[config.mk]
export PLATFORM = sky130hd
export DESIGN_NAME = ddr_cell_port
export DESIGN_NICKNAME = d
export VERILOG_FILES = /design/src/ddr_cell_port_pkg.sv /design/src/tx_fifo_mem.sv /design/src/ddr_cell_port.sv
export SDC_FILE = /design/constraint.sdc
export NUM_CORES = 1
export LEC_CHECK = 0
export BUFFER_PORTS_ARGS = -buffer_cell sky130_fd_sc_hd__buf_2
export CAP_MARGIN = 20
export CORE_MARGIN = 2
export CORE_UTILIZATION = 30
export CTS_CLUSTER_SIZE = 10
export DETAILED_ROUTE_END_ITERATION = 7
export SETUP_SLACK_MARGIN = 0.4
export SLEW_MARGIN = 40
export SYNTH_ARGS = -nofsm -noshare
export SYNTH_HDL_FRONTEND = slang
export SYNTH_SLANG_ARGS = --single-unit
export TNS_END_PERCENT = 1
[constraint.sdc]
create_clock -name clk -period 7.24 [get_ports clk]
set_input_delay 1.086 -clock clk [delete_from_list [all_inputs] [get_ports clk]]
set_output_delay 1.086 -clock clk [all_outputs]
set_load 0.005 [all_outputs]
[src/ddr_cell_port_pkg.sv]
// Purpose: Shared constants and carrier types for the DDR cell port core side.
// Assumes: One core clock at 20 MHz drives all logic; link pins are sampled.
// Notes: Time figures are kept in ns and cycle counts derived from them, except the launch point TX_LAUNCH_CYC.
package ddr_cell_port_pkg;

  // Data widths.
  localparam int WORD_W = 32;
  localparam int OCTET_W = 8;
  localparam int SIZE_W = 5;

  // Core clock period.
  localparam int CLK_NS = 50;

  // Link clock must be missing this long before loss is flagged (least time, rounds up).
  localparam int LOSS_NS = 2000;
  localparam int LOSS_CYC = (LOSS_NS + CLK_NS - 1) / CLK_NS;
  localparam int LOSS_W = 7;

  // Transmit link half period (longest time, rounds down) and the data launch point in it.
  localparam int TX_HALF_NS = 200;
  localparam int TX_HALF_CYC = TX_HALF_NS / CLK_NS;
  localparam int TX_LAUNCH_CYC = 1;

  // Transmit FIFO geometry.
  localparam int FIFO_AW = 3;
  localparam int FIFO_DEPTH = 8;

  // Self-test cell length, data pattern and time limit.
  localparam int TEST_WORDS = 4;
  localparam logic [31:0] TEST_PATTERN = 32'hc3a5_5a3c;
  localparam int TEST_LIMIT_NS = 20000;
  localparam int TEST_LIMIT_CYC = TEST_LIMIT_NS / CLK_NS;
  localparam int TEST_CNT_W = 9;

  // Word presented to core logic on the receive side.
  typedef struct packed {
    logic [31:0] rxCoreWord;
    logic rxCoreCellStart;
    logic rxUndersizeViolation;
    logic rxAlignmentError;
  } rxCoreOut_t;

  // One direction of the byte-wide link: clock, cell start and octet.
  typedef struct packed {
    logic clock;
    logic cellStart;
    logic [7:0] data;
  } linkLane_t;

  // Transmit FIFO entry.
  typedef struct packed {
    logic cellStart;
    logic [31:0] word;
  } txEntry_t;

  // Self-test sequencer states.
  typedef enum logic [2:0] {
    TEST_IDLE = 3'b001,
    TEST_RUN = 3'b010,
    TEST_DONE = 3'b100
  } testState_t;

endpackage

[src/tx_fifo_mem.sv]
// Purpose: Storage for the transmit FIFO, one write port and one read port.
// Assumes: Pointers and fill level are kept by the instantiating module.
// Notes: Read data come from a register, so they lag the read address by one edge.
`timescale 1ns/100ps
`default_nettype none
module tx_fifo_mem (
  // Clock.
  input wire logic clk,
  // Write port.
  input wire logic writeEn,
  input wire logic [ddr_cell_port_pkg::FIFO_AW-1:0] writeAddr,
  input wire ddr_cell_port_pkg::txEntry_t writeData,
  // Read port.
  input wire logic [ddr_cell_port_pkg::FIFO_AW-1:0] readAddr,
  output ddr_cell_port_pkg::txEntry_t readData_q
);

  ddr_cell_port_pkg::txEntry_t mem [ddr_cell_port_pkg::FIFO_DEPTH];

  // Storage holds no reset so it can map onto a block memory.
  always_ff @(posedge clk) begin
    if (writeEn) begin
      mem[writeAddr] <= writeData;
    end
  end

  // Registered read.
  always_ff @(posedge clk) begin
    readData_q <= mem[readAddr];
  end

endmodule
`default_nettype wire

[src/ddr_cell_port.sv]
// Purpose: Core side of a byte-wide DDR cell port with receive framing and a transmit FIFO.
// Assumes: The link clock is slow next to clk and is found by sampling its edges.
// Notes: Receive words hold until the next word; rxCoreValid marks each new one.
// How it works
// - Four received link octets are packed into one 32-bit word for core logic.
// - Cell start is flagged on the word whose top octet opens a cell.
// - A cell shorter than the minimum flags undersize with the next cell start.
// - A cell start taken on a falling link edge flags alignment for one word.
// - Loss of the receive link clock is flagged after a validation delay.
// - The receive domain reset synchronously clears the receive registers after the pin synchronisers; the cell word count loads 6'h3f.
// - The receive core clock runs at half the link clock rate.
// - Transmit words from core logic are written into the transmit FIFO.
// - The transmit domain reset clears the transmit registers synchronously, except FIFO storage and txLinkOe_q, which follows txOutputEnableN.
// - Output enable low three-states transmit data, cell start and clock lines.
// - A half rate clock aligned to the fast transmit clock is supplied.
// - Loopback select routes transmit link signals back into the receiver.
// - A five bit minimum cell size drives the undersize check.
// - Self-test sends a pattern cell through the loop and checks it.
// - Test done is low while running and high once finished.
// - Test pass reports the result and is meaningful only when done.
// - The active-low override three-states outputs first, ignored during reset.
// - Minimum cell size counts words, four octets per step, up to 124.
`timescale 1ns/100ps
`default_nettype none
module ddr_cell_port (
  // Clock and reset.
  input wire logic clk,
  input wire logic nrst,
  // Receive link pins.
  input wire logic rxLinkClock,
  input wire logic rxLinkCellStart,
  input wire logic [7:0] rxLinkData,
  // Receive core side.
  input wire logic rxDomainResetN,
  output ddr_cell_port_pkg::rxCoreOut_t rxCoreOut_q,
  output logic rxCoreValid_q,
  output logic rxCoreClock_q,
  output logic rxLinkClockLost_q,
  // Transmit core side.
  input wire logic txDomainResetN,
  input wire logic cellProcessingEnable,
  input wire logic txCoreValid,
  input wire logic [31:0] txCoreWord,
  input wire logic txCoreCellStart,
  output logic txCoreReady_q,
  // Transmit link pins and their three-state controls.
  input wire logic txOutputEnableN,
  input wire logic txTristateOverrideN,
  output ddr_cell_port_pkg::linkLane_t txLink_q,
  output logic txLinkOe_q,
  output logic halfRatePllClock_q,
  // Configuration and self-test.
  input wire logic [4:0] minCellSize,
  input wire logic selfTestEnable,
  input wire logic selfTestLoopbackSel,
  output logic selfTestDone_q,
  output logic selfTestPass_q
);

  logic rxRun;
  logic txRun;
  assign rxRun = nrst & rxDomainResetN;
  assign txRun = nrst & txDomainResetN;

  // Receive pin synchronisers; only the second stage is read onward.
  ddr_cell_port_pkg::linkLane_t rxSync1_q;
  ddr_cell_port_pkg::linkLane_t rxSync2_q;
  always_ff @(posedge clk) begin
    rxSync1_q <= '{clock: rxLinkClock, cellStart: rxLinkCellStart, data: rxLinkData};
    rxSync2_q <= rxSync1_q;
  end

  // Loopback takes the transmit lane straight back, bypassing the pins.
  ddr_cell_port_pkg::linkLane_t rxSrc;
  assign rxSrc = selfTestLoopbackSel ? txLink_q : rxSync2_q;

  // Edge finder on the selected link clock.
  logic rxClkPrev_q;
  logic rxRise;
  logic rxFall;
  logic rxEdge;
  always_ff @(posedge clk) begin
    if (!rxRun) begin
      rxClkPrev_q <= 1'b0;
    end else begin
      rxClkPrev_q <= rxSrc.clock;
    end
  end
  assign rxRise = rxSrc.clock & ~rxClkPrev_q;
  assign rxFall = ~rxSrc.clock & rxClkPrev_q;
  assign rxEdge = rxRise | rxFall;

  // Octet assembly; a cell start restarts the word at octet zero.
  logic [1:0] rxByteCnt_q;
  logic [23:0] rxAsm_q;
  logic rxPendSoc_q;
  logic rxPendAln_q;
  logic rxPendUnder_q;
  logic [5:0] rxCellWords_q;
  logic rxSocSeen;
  logic rxWordDone;
  logic [31:0] rxWord;
  assign rxSocSeen = rxEdge & rxSrc.cellStart;
  assign rxWordDone = rxEdge & ~rxSrc.cellStart & (rxByteCnt_q == 2'd3);
  assign rxWord = {rxAsm_q, rxSrc.data};

  always_ff @(posedge clk) begin
    if (!rxRun) begin
      rxByteCnt_q <= 2'd0;
      rxAsm_q <= 24'h0;
      rxPendSoc_q <= 1'b0;
      rxPendAln_q <= 1'b0;
      rxPendUnder_q <= 1'b0;
    end else if (rxSocSeen) begin
      rxByteCnt_q <= 2'd1;
      rxAsm_q <= {16'h0, rxSrc.data};
      rxPendSoc_q <= 1'b1;
      rxPendAln_q <= rxFall;
      // Sizes are in words, each step being four octets.
      rxPendUnder_q <= rxPendSoc_q | (rxCellWords_q < {1'b0, minCellSize});
    end else if (rxEdge) begin
      rxByteCnt_q <= rxByteCnt_q + 2'd1;
      rxAsm_q <= rxWord[23:0];
      if (rxWordDone) begin
        rxPendSoc_q <= 1'b0;
        rxPendAln_q <= 1'b0;
        rxPendUnder_q <= 1'b0;
      end
    end
  end

  // Words of the running cell, saturating; the first cell start after reset raises no undersize flag.
  logic rxCellOpen_q;
  always_ff @(posedge clk) begin
    if (!rxRun) begin
      rxCellWords_q <= 6'h3f;
      rxCellOpen_q <= 1'b0;
    end else if (rxWordDone) begin
      rxCellOpen_q <= rxCellOpen_q | rxPendSoc_q;
      if (rxPendSoc_q) begin
        rxCellWords_q <= 6'h1;
      end else if (rxCellOpen_q && rxCellWords_q != 6'h3f) begin
        rxCellWords_q <= rxCellWords_q + 6'h1;
      end
    end
  end

  // Core word and its flags hold until the next word completes.
  always_ff @(posedge clk) begin
    if (!rxRun) begin
      rxCoreOut_q <= '0;
      rxCoreValid_q <= 1'b0;
    end else begin
      rxCoreValid_q <= rxWordDone;
      if (rxWordDone) begin
        rxCoreOut_q.rxCoreWord <= rxWord;
        rxCoreOut_q.rxCoreCellStart <= rxPendSoc_q;
        rxCoreOut_q.rxUndersizeViolation <= rxPendSoc_q & rxPendUnder_q;
        rxCoreOut_q.rxAlignmentError <= rxPendSoc_q & rxPendAln_q;
      end
    end
  end

  // Receive core clock toggles on each rising link edge, giving half rate.
  always_ff @(posedge clk) begin
    if (!rxRun) begin
      rxCoreClock_q <= 1'b0;
    end else if (rxRise) begin
      rxCoreClock_q <= ~rxCoreClock_q;
    end
  end

  // Clock loss: count cycles without an edge, flag once the count reaches the limit.
  logic [6:0] rxLossCnt_q;
  always_ff @(posedge clk) begin
    if (!rxRun) begin
      rxLossCnt_q <= '0;
      rxLinkClockLost_q <= 1'b0;
    end else if (rxEdge) begin
      rxLossCnt_q <= '0;
      rxLinkClockLost_q <= 1'b0;
    end else if (rxLossCnt_q != 7'(ddr_cell_port_pkg::LOSS_CYC)) begin
      rxLossCnt_q <= rxLossCnt_q + 7'd1;
    end else begin
      rxLinkClockLost_q <= 1'b1;
    end
  end

  // Transmit FIFO pointers and fill level.
  logic [2:0] wrPtr_q;
  logic [2:0] rdPtr_q;
  logic [3:0] fill_q;
  logic [3:0] fillD;
  logic fifoWrite;
  logic fifoPop;
  logic fifoAvail_q;
  ddr_cell_port_pkg::txEntry_t fifoOut;
  // Writes wait for the enable so nothing queues before core logic is ready.
  assign fifoWrite = txCoreValid & txCoreReady_q & cellProcessingEnable;

  always_comb begin
    fillD = fill_q;
    if (fifoWrite && !fifoPop) begin
      fillD = fill_q + 4'd1;
    end else if (fifoPop && !fifoWrite) begin
      fillD = fill_q - 4'd1;
    end
  end

  always_ff @(posedge clk) begin
    if (!txRun) begin
      wrPtr_q <= '0;
      rdPtr_q <= '0;
      fill_q <= '0;
      fifoAvail_q <= 1'b0;
      txCoreReady_q <= 1'b0;
    end else begin
      wrPtr_q <= wrPtr_q + 3'(fifoWrite);
      rdPtr_q <= rdPtr_q + 3'(fifoPop);
      fill_q <= fillD;
      // Lags the fill by one edge so the registered read data are already valid.
      fifoAvail_q <= (fill_q != 4'd0) & ~fifoPop;
      txCoreReady_q <= fillD < 4'(ddr_cell_port_pkg::FIFO_DEPTH);
    end
  end

  tx_fifo_mem txFifo (
    .clk(clk),
    .writeEn(fifoWrite),
    .writeAddr(wrPtr_q),
    .writeData('{cellStart: txCoreCellStart, word: txCoreWord}),
    .readAddr(rdPtr_q),
    .readData_q(fifoOut)
  );

  // Link clock divider: the clock turns at the end of each half period.
  logic [1:0] txDiv_q;
  logic [1:0] txByteIdx_q;
  logic halfTick;
  logic launchTick;
  logic wordLoad;
  assign halfTick = txDiv_q == 2'(ddr_cell_port_pkg::TX_HALF_CYC - 1);
  assign launchTick = txDiv_q == 2'(ddr_cell_port_pkg::TX_LAUNCH_CYC);
  assign wordLoad = launchTick & (txByteIdx_q == 2'd0);

  // Self-test state, shared with the word source below.
  ddr_cell_port_pkg::testState_t testState_q;
  logic [2:0] testSent_q;
  logic [2:0] testChecked_q;
  logic testSend;
  assign testSend = (testState_q == ddr_cell_port_pkg::TEST_RUN) &&
                    (testSent_q != 3'(ddr_cell_port_pkg::TEST_WORDS));
  assign fifoPop = wordLoad & ~testSend & fifoAvail_q & cellProcessingEnable;

  // Serialiser: data launch mid half period, so each clock edge lands in the eye.
  logic [23:0] txShift_q;
  always_ff @(posedge clk) begin
    if (!txRun) begin
      txDiv_q <= '0;
      txByteIdx_q <= '0;
      txShift_q <= '0;
      txLink_q <= '0;
      halfRatePllClock_q <= 1'b0;
    end else begin
      txDiv_q <= halfTick ? 2'd0 : txDiv_q + 2'd1;
      if (halfTick) begin
        txLink_q.clock <= ~txLink_q.clock;
        if (!txLink_q.clock) begin
          halfRatePllClock_q <= ~halfRatePllClock_q;
        end
      end
      if (launchTick) begin
        txByteIdx_q <= txByteIdx_q + 2'd1;
        txLink_q.cellStart <= 1'b0;
        txLink_q.data <= txShift_q[23:16];
        txShift_q <= {txShift_q[15:0], 8'h0};
      end
      // Octet zero always goes out ahead of a rising edge, so cell starts stay rising.
      if (wordLoad && testSend) begin
        txLink_q.cellStart <= testSent_q == 3'd0;
        txLink_q.data <= 8'(ddr_cell_port_pkg::TEST_PATTERN + 32'(testSent_q) >> 24);
        txShift_q <= 24'(ddr_cell_port_pkg::TEST_PATTERN + 32'(testSent_q));
      end else if (fifoPop) begin
        txLink_q.cellStart <= fifoOut.cellStart;
        txLink_q.data <= fifoOut.word[31:24];
        txShift_q <= fifoOut.word[23:0];
      end else if (wordLoad) begin
        txShift_q <= '0;
      end
    end
  end

  // The override wins over the enable, but is not looked at while reset holds.
  always_ff @(posedge clk) begin
    if (!txRun) begin
      txLinkOe_q <= txOutputEnableN;
    end else begin
      txLinkOe_q <= txOutputEnableN & txTristateOverrideN;
    end
  end

  // Self-test sequencer: send a pattern cell, check it on return, give up after a limit.
  logic [8:0] testTimer_q;
  logic testOk_q;
  logic testMatch;
  assign testMatch = rxWord == ddr_cell_port_pkg::TEST_PATTERN + 32'(testChecked_q);
  always_ff @(posedge clk) begin
    if (!nrst) begin
      testState_q <= ddr_cell_port_pkg::TEST_IDLE;
      testSent_q <= '0;
      testChecked_q <= '0;
      testTimer_q <= '0;
      testOk_q <= 1'b0;
    end else begin
      unique case (testState_q)
        ddr_cell_port_pkg::TEST_IDLE: begin
          testSent_q <= '0;
          testChecked_q <= '0;
          testTimer_q <= '0;
          testOk_q <= 1'b1;
          if (selfTestEnable) begin
            testState_q <= ddr_cell_port_pkg::TEST_RUN;
          end
        end
        ddr_cell_port_pkg::TEST_RUN: begin
          testTimer_q <= testTimer_q + 9'd1;
          if (wordLoad && testSend) begin
            testSent_q <= testSent_q + 3'd1;
          end
          if (rxWordDone && (rxPendSoc_q || testChecked_q != 3'd0)) begin
            testChecked_q <= testChecked_q + 3'd1;
            testOk_q <= testOk_q & testMatch & (rxPendSoc_q == (testChecked_q == 3'd0));
          end
          if (!selfTestEnable) begin
            testState_q <= ddr_cell_port_pkg::TEST_IDLE;
          end else if (testChecked_q == 3'(ddr_cell_port_pkg::TEST_WORDS)) begin
            testState_q <= ddr_cell_port_pkg::TEST_DONE;
          end else if (testTimer_q == 9'(ddr_cell_port_pkg::TEST_LIMIT_CYC)) begin
            testOk_q <= 1'b0;
            testState_q <= ddr_cell_port_pkg::TEST_DONE;
          end
        end
        ddr_cell_port_pkg::TEST_DONE: begin
          if (!selfTestEnable) begin
            testState_q <= ddr_cell_port_pkg::TEST_IDLE;
          end
        end
        default: begin
          testState_q <= ddr_cell_port_pkg::TEST_IDLE;
        end
      endcase
    end
  end

  // Result flags; pass is forced low whenever done is low.
  always_ff @(posedge clk) begin
    if (!nrst) begin
      selfTestDone_q <= 1'b0;
      selfTestPass_q <= 1'b0;
    end else begin
      selfTestDone_q <= testState_q == ddr_cell_port_pkg::TEST_DONE;
      selfTestPass_q <= (testState_q == ddr_cell_port_pkg::TEST_DONE) & testOk_q;
    end
  end
endmodule
`default_nettype wire

---- Word level (Yosys, flattened, before mapping) ----
Memory sizes are Yosys's and may differ from the RTL's. A register that Yosys moved wholly into a read port is not among the register bits.
Index checks and enable logic that the tools add are counted.
storage, ports and cells
  memories kept ........................... 1
  word-level logic and storage cells ...... 181
  input port bits ......................... 58
  output and inout port bits .............. 53
  memory bits (read-only) ................. 0
  memory bits (writable) .................. 264
  register bits after elaboration ......... 175
  latch bits .............................. 0
cells by class
  muxes and demuxes ....................... 40
  $mul .................................... 0
  div/mod/pow operators ................... 0
  shift-type cells ........................ 0
  eq/ne operators ......................... 18
  bitwise logic cells ..................... 33
  reduce and logical (&&, ||, !) cells .... 29
  $add $sub $neg .......................... 14
  magnitude comparators ................... 2
memories
  name        depth  bits a word  rd ports  clocked after Yosys merged registers in  write ports  RTL line           source
  txFifo.mem  8      33           1         1                                        1            tx_fifo_mem.sv:18  ddr_cell_port_pkg::txEntry_t mem [ddr_cell_port_pkg::FIFO_DEPTH];
operators by type and width
  cell                                                    number
  2-to-1 mux 24 bit                                       4
  adder 31 x 4 -> 32 bit (first input constant)           2
  == test 32 bit                                          1
  2-to-1 mux 9 bit                                        3
  2-to-1 mux 3 bit                                        7
  AND 1 bit                                               20
  one-hot mux 9 bit (2 select lines)                      1
  2-to-1 mux 8 bit                                        2
  2-to-1 mux 1 bit                                        14
  2-to-1 mux 6 bit                                        2
  one-hot mux 3 bit (2 select lines)                      2
  2-to-1 mux 10 bit                                       1
  inverter 1 bit                                          10
  AND reduction 2 bit                                     5
  adder 9 x 1 -> 9 bit (second input constant)            1
  == test 9 bit (second input constant)                   1
  one-hot mux 3 bit (3 select lines)                      1
  2-to-1 mux 4 bit                                        2
  nonzero test 2 bit                                      4
  nonzero test 4 bit                                      2
  adder 7 x 1 -> 7 bit (second input constant)            1
  inequality test 7 x 6 -> 1 bit (second input constant)  1
  adder 2 x 1 -> 2 bit (second input constant)            3
  adder 3 x 1 -> 3 bit                                    2
  27 further kinds                                        44

---- Logic depth before layout (Yosys ltp) ----
Gate-level depths: netlist (run 1).
  depth in word-level cells ............... 12
  gate-level depth with buffers ........... 12

---- Modules after synthesis ----
From an unflattened synthesis (run 1), not the netlist that was laid out.
unflattened totals
  cells, all modules ...................... 1236
  area total of the unflattened synthesis .. 17869.6 µm²
modules (own cells, without submodules)
  module         seq. area each (µm²)  instances  cells an instance  area each (µm²)
  tx_fifo_mem    8588.2                1          427                10640.2
  ddr_cell_port  3503.4                1          809                7229.4

---- Worst setup path after synthesis (run 1) ----
No wires, ideal clock.
  path kind ............................... input -> register
  from .................................... input port txCoreValid
  to ...................................... memory txFifo.mem[0][0] (netlist name) (enable)
  buffers on the path ..................... 0
  data arrival time ....................... 3.663 ns
  required time ........................... 6.776 ns
  path slack .............................. 3.113 ns
  stages .................................. 4
  path through ............................ nand3_1 > inv_1 > nand2b_1 > nor3_1
on the way
  cells in the longest elaborated chain, start to end .. 4
RTL lines
  element                                 RTL line              source
  start, declared                         ddr_cell_port.sv:42   input wire logic txCoreValid,
  AND 1 bit (2 in series)                 ddr_cell_port.sv:199  assign fifoWrite = txCoreValid & txCoreReady_q & cellProcessingEnable;
  2-to-1 mux 1 bit                        tx_fifo_mem.sv:22     if (writeEn) begin
  2-to-1 mux 1 bit (not written as such)  tx_fifo_mem.sv:23     mem[writeAddr] <= writeData;
  end, declared                           tx_fifo_mem.sv:18
No other way between the ends.

---- Worst setup path in the final report (run 1) ----
  from .................................... input port selfTestLoopbackSel
  to ...................................... register rxCellWords_q[4]
on the way
  cells in the longest elaborated chain, start to end .. 7
  elaborated cells between the ends (all ways) .. 9
RTL lines
  element                                   RTL line              source
  start, declared                           ddr_cell_port.sv:55   input wire logic selfTestLoopbackSel,
  2-to-1 mux 10 bit (*)                     ddr_cell_port.sv:75   assign rxSrc = selfTestLoopbackSel ? txLink_q : rxSync2_q;
  inverter 1 bit                            ddr_cell_port.sv:90   assign rxFall = ~rxSrc.clock & rxClkPrev_q;
  AND 1 bit                                 ddr_cell_port.sv:90
  OR 1 bit                                  ddr_cell_port.sv:91   assign rxEdge = rxRise | rxFall;
  AND 1 bit (*) (2 in series)               ddr_cell_port.sv:104  assign rxWordDone = rxEdge & ~rxSrc.cellStart & (rxByteCnt_q == 2'd3);
  AND reduction 2 bit (no source line) (*)  n/a
  end signal, assigned                      ddr_cell_port.sv:143  rxCellWords_q <= rxCellWords_q + 6'h1;
  end, declared                             ddr_cell_port.sv:99   logic [5:0] rxCellWords_q;
Every way passes the cells marked *; elsewhere a longest branch is shown, timed or not.
A chain may end at the register's enable or synchronous reset.

==> flow_summary.toml, run 1 <==
[placement]
dp_hpwl_mm = 23.2
gp_congestion = 0.766
portBuffers = 110
dp_cells = 2040

[clocking]
cts-root-buf = "clkbuf_16"
clkTransAtPathRegs_ps = 50
post_cts_buffers = 0
clkSinkCount = 472
ctsLongestPathBuffers = 3
insertion_delay_ps = 590
cts_buffers = 53
holdBufCountCts = 0
cts_resized = 0
h-tree-depth = 2
cts_tree = "yes"

[routing]
drt-total-wl_mm = 38.7
dr_total_vias = 10017
first_iter_violations = 733
drc = 0
routed_via_density = 4.70
first_pass_iters = 5
wire_per_inst_um = 18.2
ant_nets = 0

[cells_and_area]
layoutNonFillerInstCount = 2131
drive_gt1_frac = 0.232
nets = 1408
antennaDiodeCount = 0
filler_cell_count = 5635
area_delta_synth_final_pct = 16.9

[worst_setup_path]
setup.worst_path.end = "rxCellWords_q[4]$_SDFFE_PN1P_"
endpoint_kind = "flop"
cp.arrival_ps = 3470
r2r-start = "txDiv_q[0]$_SDFF_PP0_"
r2r_setup_slack_ps = 4290
worstPathMaxFanout = 32
crit_required_ps = 7660
reg2reg_to = "txCoreReady_q$_SDFF_PN0_"
path_class = "primary input to flop"
r2r_cells = 11
startpoint_type = "primary input"
crit_start = "selfTestLoopbackSel"

[sta]
worst_slew_pin_slew_ps = 757
finalHoldViolCount = 0
slew_violations = 0
finalSetupViolCount = 0
clock_skew_ps = 39.1
finalCritPeriodShare = 0.422
slew_headroom = 0.495
max_freq_ghz = 0.327
rsz0062_at_grt = "no"
fin_setup_tns_ps = 0
min_period_ps = 3060

[worst_hold_path]
hp-start = "rxSync1_q[0]$_DFF_P_"
hold_path_depth = 0
hp-class = "flop to flop"

[floorplanning]
dieWidth_um = 247
die_h_um = 247
core_area_sq_um = 58700
ioPinCount = 111
die-area_sq_um = 61000
start_util = 0.302
num_rows = 89

[synth]
synth_most_common_cell = "edfxtp_1"
yosys_warnings = 0
yosys_most_used_dff = "edfxtp_1"
yosysTopAreaCell = "edfxtp_1"
synth_area_sq_um = 17700
synth_cell_types = 64
synth_area_leaders = "edfxtp_1 (45%), dfxtp_1 (24%), mux4_2 (8.4%)"
syn_area_per_cell_sq_um = 14.7
yosys.area.top_type_share = 0.447
ys_seq_area_frac = 0.682
synth_edf_count = 264
yosys_register_bits = 472
synthCells = 1202
synthArstFlopShare = 0
synth_commonest_cells = "edfxtp_1 (264), dfxtp_1 (208), nor2_1 (114)"
syn_nets = 1288

[global_routing]
grt_pass1_vias = 9946
grt_overflow = 0
grt_antenna_before_repair = 4
grt_max_degree = 68
grt_first_pass_wirelength_mm = 58.7
gr-usage-all-layers = 0.125

[power_and_ir_drop]
ir_worst_vdd_v = 0.000219
p_leak_uw = 0.00700
powerDensity_nw_per_um2 = 261

[run_status]
status = "finished, final reports clean"

[run]
maxCapViolCount = 0
## final cells by class
| cell class | instances | area (sq um) | area share |
|---|---|---|---|
| inverters | 31 | 116 | 0.00562 |
| flip-flops and latches | 472 | 12100 | 0.584 |
| clock inverters | 4 | 85.1 | 0.00411 |
| repair buffers | 126 | 678 | 0.0328 |
| multi-input cells | 638 | 5290 | 0.255 |
| well taps | 773 | 967 | 0.0467 |
| clock buffers | 87 | 1470 | 0.0712 |
## worst max-delay path, stage by stage
cell and delay, ps:
buf_2 390, mux2i_1 350, ha_1 300, nor2b_1 250, nand2_2 430, nor2_1 490, o21ai_0 170
## registers in the layout (all words and copies together), names as in the netlist, 2 cells and up
name	count
txShift_q	24
testState_q	3
testChecked_q	3
rxCoreOut_q	35
testTimer_q	9
rxByteCnt_q	2
txLink_q	10
rxSync2_q	10
rxSync1_q	10
rdPtr_q	3
rxCellWords_q	6
txByteIdx_q	2
wrPtr_q	3
testSent_q	3
txFifo.readData_q	33
fill_q	4
rxLossCnt_q	7
txDiv_q	2
txFifo.mem	264
rxAsm_q	24
## routing by layer
| layer | routed length, um | global-route usage | vias up |
|---|---|---|---|
| met3 | 2040 | 0.0253 | 56 |
| met2 | 18700 | 0.211 | 227 |
| met5 | 25 | 0 | - |
| met1 | 17400 | 0.166 | 4992 |
| met4 | 583 | 0.0294 | 6 |
| li1 | - | - | 4736 |
## stage by stage
| step | setup slack, ps | utilization | total power (uW) | instance area (sq um) | hold slack, ps |
|---|---|---|---|---|---|
| after floorplan | 3110 | - | 2990 | 17700 | 310 |
| after global placement | 3340 | 0.326 | 3040 | 19100 | 316 |
| after detailed placement | 3620 | 0.326 | 3050 | 19100 | 314 |
| after CTS | 4220 | 0.353 | 5470 | 20700 | 324 |
| after global routing | 3850 | 0.353 | 5600 | 20700 | 328 |
| final | 4180 | 0.353 | 5400 | 20700 | 321 |
## power breakdown
part | total (uW) | leakage [uW] | switching (uW) | internal, uW
Sequential | 2860 | 0.00408 | 12.9 | 2850
Clock | 2410 | 0.000742 | 1030 | 1390
Combinational | 128 | 0.00218 | 84.0 | 44.4
## placed cells by master (no fill, tap or decap), drive strengths merged, types with 15 or more instances in the layout
cell    Yosys  final
nor2b      16     16
clkbuf     36     87
dfxtp     208    208
nor3       22     22
ha         28     28
mux2i      38     38
edfxtp    264    264
xnor2      19     19
nor2      115    115
mux4       66     66
buf        25    126
nand2      86     86
inv        31     32
a21oi      53     53
o21ai      16     16
mux2       37     37
nand3      15     15
## logic make-up (layout without fill, tap and decap cells)
group                      after synthesis  in the layout  share of synthesized area
adders and majority gates               28             28                     0.0198
muxes                                  141            141                      0.130
xor gates and xnor gates                23             23                     0.0114
DFF                                    472            472                      0.682
buffers and inverters                   92            248                     0.0222
AOI/OAI and AO/OA                      141            141                     0.0533
and+or+nand+nor                        305            305                     0.0809
## worst min-delay path by stage
stage	end	slack, ps
floorplan	rxSync2_q[0]$_DFF_P_	310
global placement	rxSync2_q[2]$_DFF_P_	320
detailed placement	rxSync2_q[6]$_DFF_P_	310
CTS	rxSync2_q[0]$_DFF_P_	320
global route	rxSync2_q[6]$_DFF_P_	330
finish	rxSync2_q[0]$_DFF_P_	320
(Power assumes the default switching activity.)
==> inputs of run 2 (changes only) <==
==> constraint.sdc (replaced) <==
create_clock -name clk -period 2.49 [get_ports clk]
set_input_delay 0.3735 -clock clk [delete_from_list [all_inputs] [get_ports clk]]
set_output_delay 0.3735 -clock clk [all_outputs]
set_load 0.005 [all_outputs]
==> run 2 against run 1 <==
Net effect:
- critical path depth unchanged
- power grew to 2.9 times the previous value
- first-iteration DRC count shrank 15%
- wire length is 0.92% higher
- die area stayed put
- worst hold slack lost 280 ps
- setup slack lost 3800 ps
- register-to-register slack worse by 3900 ps
- clock skew fell by 11 ps
- clock power rose to 2.9 times the previous value
- cell area is 2.3% higher
- largest power group unchanged
- critical path type is now flop to flop
- sequential cell count unchanged
==> flow_summary.toml, run 2 (synthesis gave the netlist of run 1 again) <==
[run_status]
status = "finished, final reports clean"

[cells_and_area]
final_cell_mix = "edfxtp_1 (264), dfxtp_1 (204), buf_2 (110)"
nets = 1442
drive_gt1_frac = 0.247
filler_cell_count = 5580
seq_area_sq_um = 12100
multi_input_area_sq_um = 5340
layoutNonFillerInstCount = 2162
largest_register_ffs = 264
layout_commonest_cell = "edfxtp_1"
reg_top3 = "txFifo.mem: 264 flops, rxCoreOut_q: 35 flops, txFifo.readData_q: 33 flops"
area_delta_synth_final_pct = 19.6
regMostFlops = "txFifo.mem"

[floorplanning]
ioPinCount = 111
die-area_sq_um = 61000
num_rows = 89
start_util = 0.302
dieWidth_um = 247
core_area_sq_um = 58700
die_h_um = 247

[sta]
worst_slew_pin_slew_ps = 738
slew_headroom = 0.507
min_period_ps = 2120
max_freq_ghz = 0.472
clock_skew_ps = 28.3
slew_violations = 0
finalCritPeriodShare = 0.851
finalHoldViolCount = 0
finalSetupViolCount = 0
rsz0062_at_grt = "yes"
fin_setup_tns_ps = 0

[routing]
drt-total-wl_mm = 39.0
ant_nets = 0
first_iter_violations = 625
drc = 0
first_pass_iters = 5
dr_total_vias = 10191
routed_via_density = 4.71
wire_per_inst_um = 18.1

[clocking]
h-tree-depth = 2
clkTransAtPathRegs_ps = 60
cts-root-buf = "clkbuf_16"
insertion_delay_ps = 590
cts_tree = "yes"
clkSinkCount = 472
cts_buffers = 53
ctsLongestPathBuffers = 3

[power_and_ir_drop]
p_int_uw = 12400
p_comb_frac = 0.026
switchingPower_uw = 3230
seqPwrFrac = 0.533
powerDensity_nw_per_um2 = 736
switching_share = 0.207
p_leak_uw = 0.00718
ir_worst_vdd_v = 0.000532
p_clk_frac = 0.441
p_total_uw = 15600

[placement]
gp_congestion = 0.767
dp_hpwl_mm = 24.0
dp_cells = 2059
portBuffers = 110

[worst_setup_path]
startpoint_type = "flop"
crit_required_ps = 2950
path_class = "flop to flop"
endpoint_kind = "flop"
cp.arrival_ps = 2580
worstPathMaxFanout = 7

[global_routing]
grt_overflow = 0
gr-usage-all-layers = 0.128
grt_antenna_before_repair = 7
grt_first_pass_wirelength_mm = 59.8
grt_max_degree = 49
grt_pass1_vias = 10217

[run]
maxCapViolCount = 0

[worst_hold_path]
hp-class = "primary input to flop"
==> run 2: layer usage <==
layer  global-route usage  share of wire  wire, um
met5                    0         0.0014        55
met4               0.0360          0.022       869
met2                0.216           0.49     19000
met3               0.0268          0.054      2110
met1                0.165           0.43     17000
==> run 2: what timing repair did <==
item | CTS | global route
setup buffers | 0 | 3
hold buffers | 12 | 0
endpoints found under the hold margin | 11 | 0
endpoints found under the setup margin | 37 | 67
resized for setup | 4 | 17
pin swaps | 2 | 6
==> run 2: final timing paths <==
kind,depth (start not counted),from,endpoint,slack [ps]
worst max-delay path,7,txLink_q[9]$_SDFFE_PN0P_,rxCellWords_q[5]$_SDFFE_PN1P_,370
worst min-delay path,1,txCoreWord[24],txFifo.mem[0][24]$_DFFE_PP_,40
worst max register to register,7,txLink_q[9]$_SDFFE_PN0P_,rxCellWords_q[5]$_SDFFE_PN1P_,370
worst min register to register,0,rxSync1_q[2]$_DFF_P_,rxSync2_q[2]$_DFF_P_,330
==> run 2: area by class of cell <==
class / count / area share
Clock buffer: 84 / 0.0681
Clock inverter: 3 / 0.00254
Tap cell: 773 / 0.0457
Inverter: 31 / 0.00573
Sequential cell: 472 / 0.571
Antenna cell: 1 / 0.000118
Timing Repair Buffer: 160 / 0.0545
Multi-Input combinational cell: 638 / 0.252
==> run 2: stage by stage <==
stage	worst slack (ps)	area, sq um	util	hold slack, ps
2_1_floorplan	-41.1	17700	-	310
6_report	372	21200	0.361	43.7
4_1_cts	290	21100	0.359	12.2
3_3_place_gp	130	19500	0.332	318
3_5_place_dp	70.2	19500	0.332	313
5_1_grt	218	21200	0.361	42.0
==> run 2: critical path, stage by stage (launching register included) <==
cell and delay, ps:
dfxtp_1 330, mux2i_1 240, ha_1 360, nor2b_1 280
o2111ai_2 250, nor3_1 280, xnor2_1 150, o21ai_0 100
==> run 2: power by group through the flow <==
stage                     sequential, uW  combinational, uW  clock (uW)
final                               8310                410        6880
after global routing                8310                455        7370
after CTS                           8310                415        7070
after detailed placement            8480                398           0
after global placement              8480                385           0
after floorplan                     8470                223           0
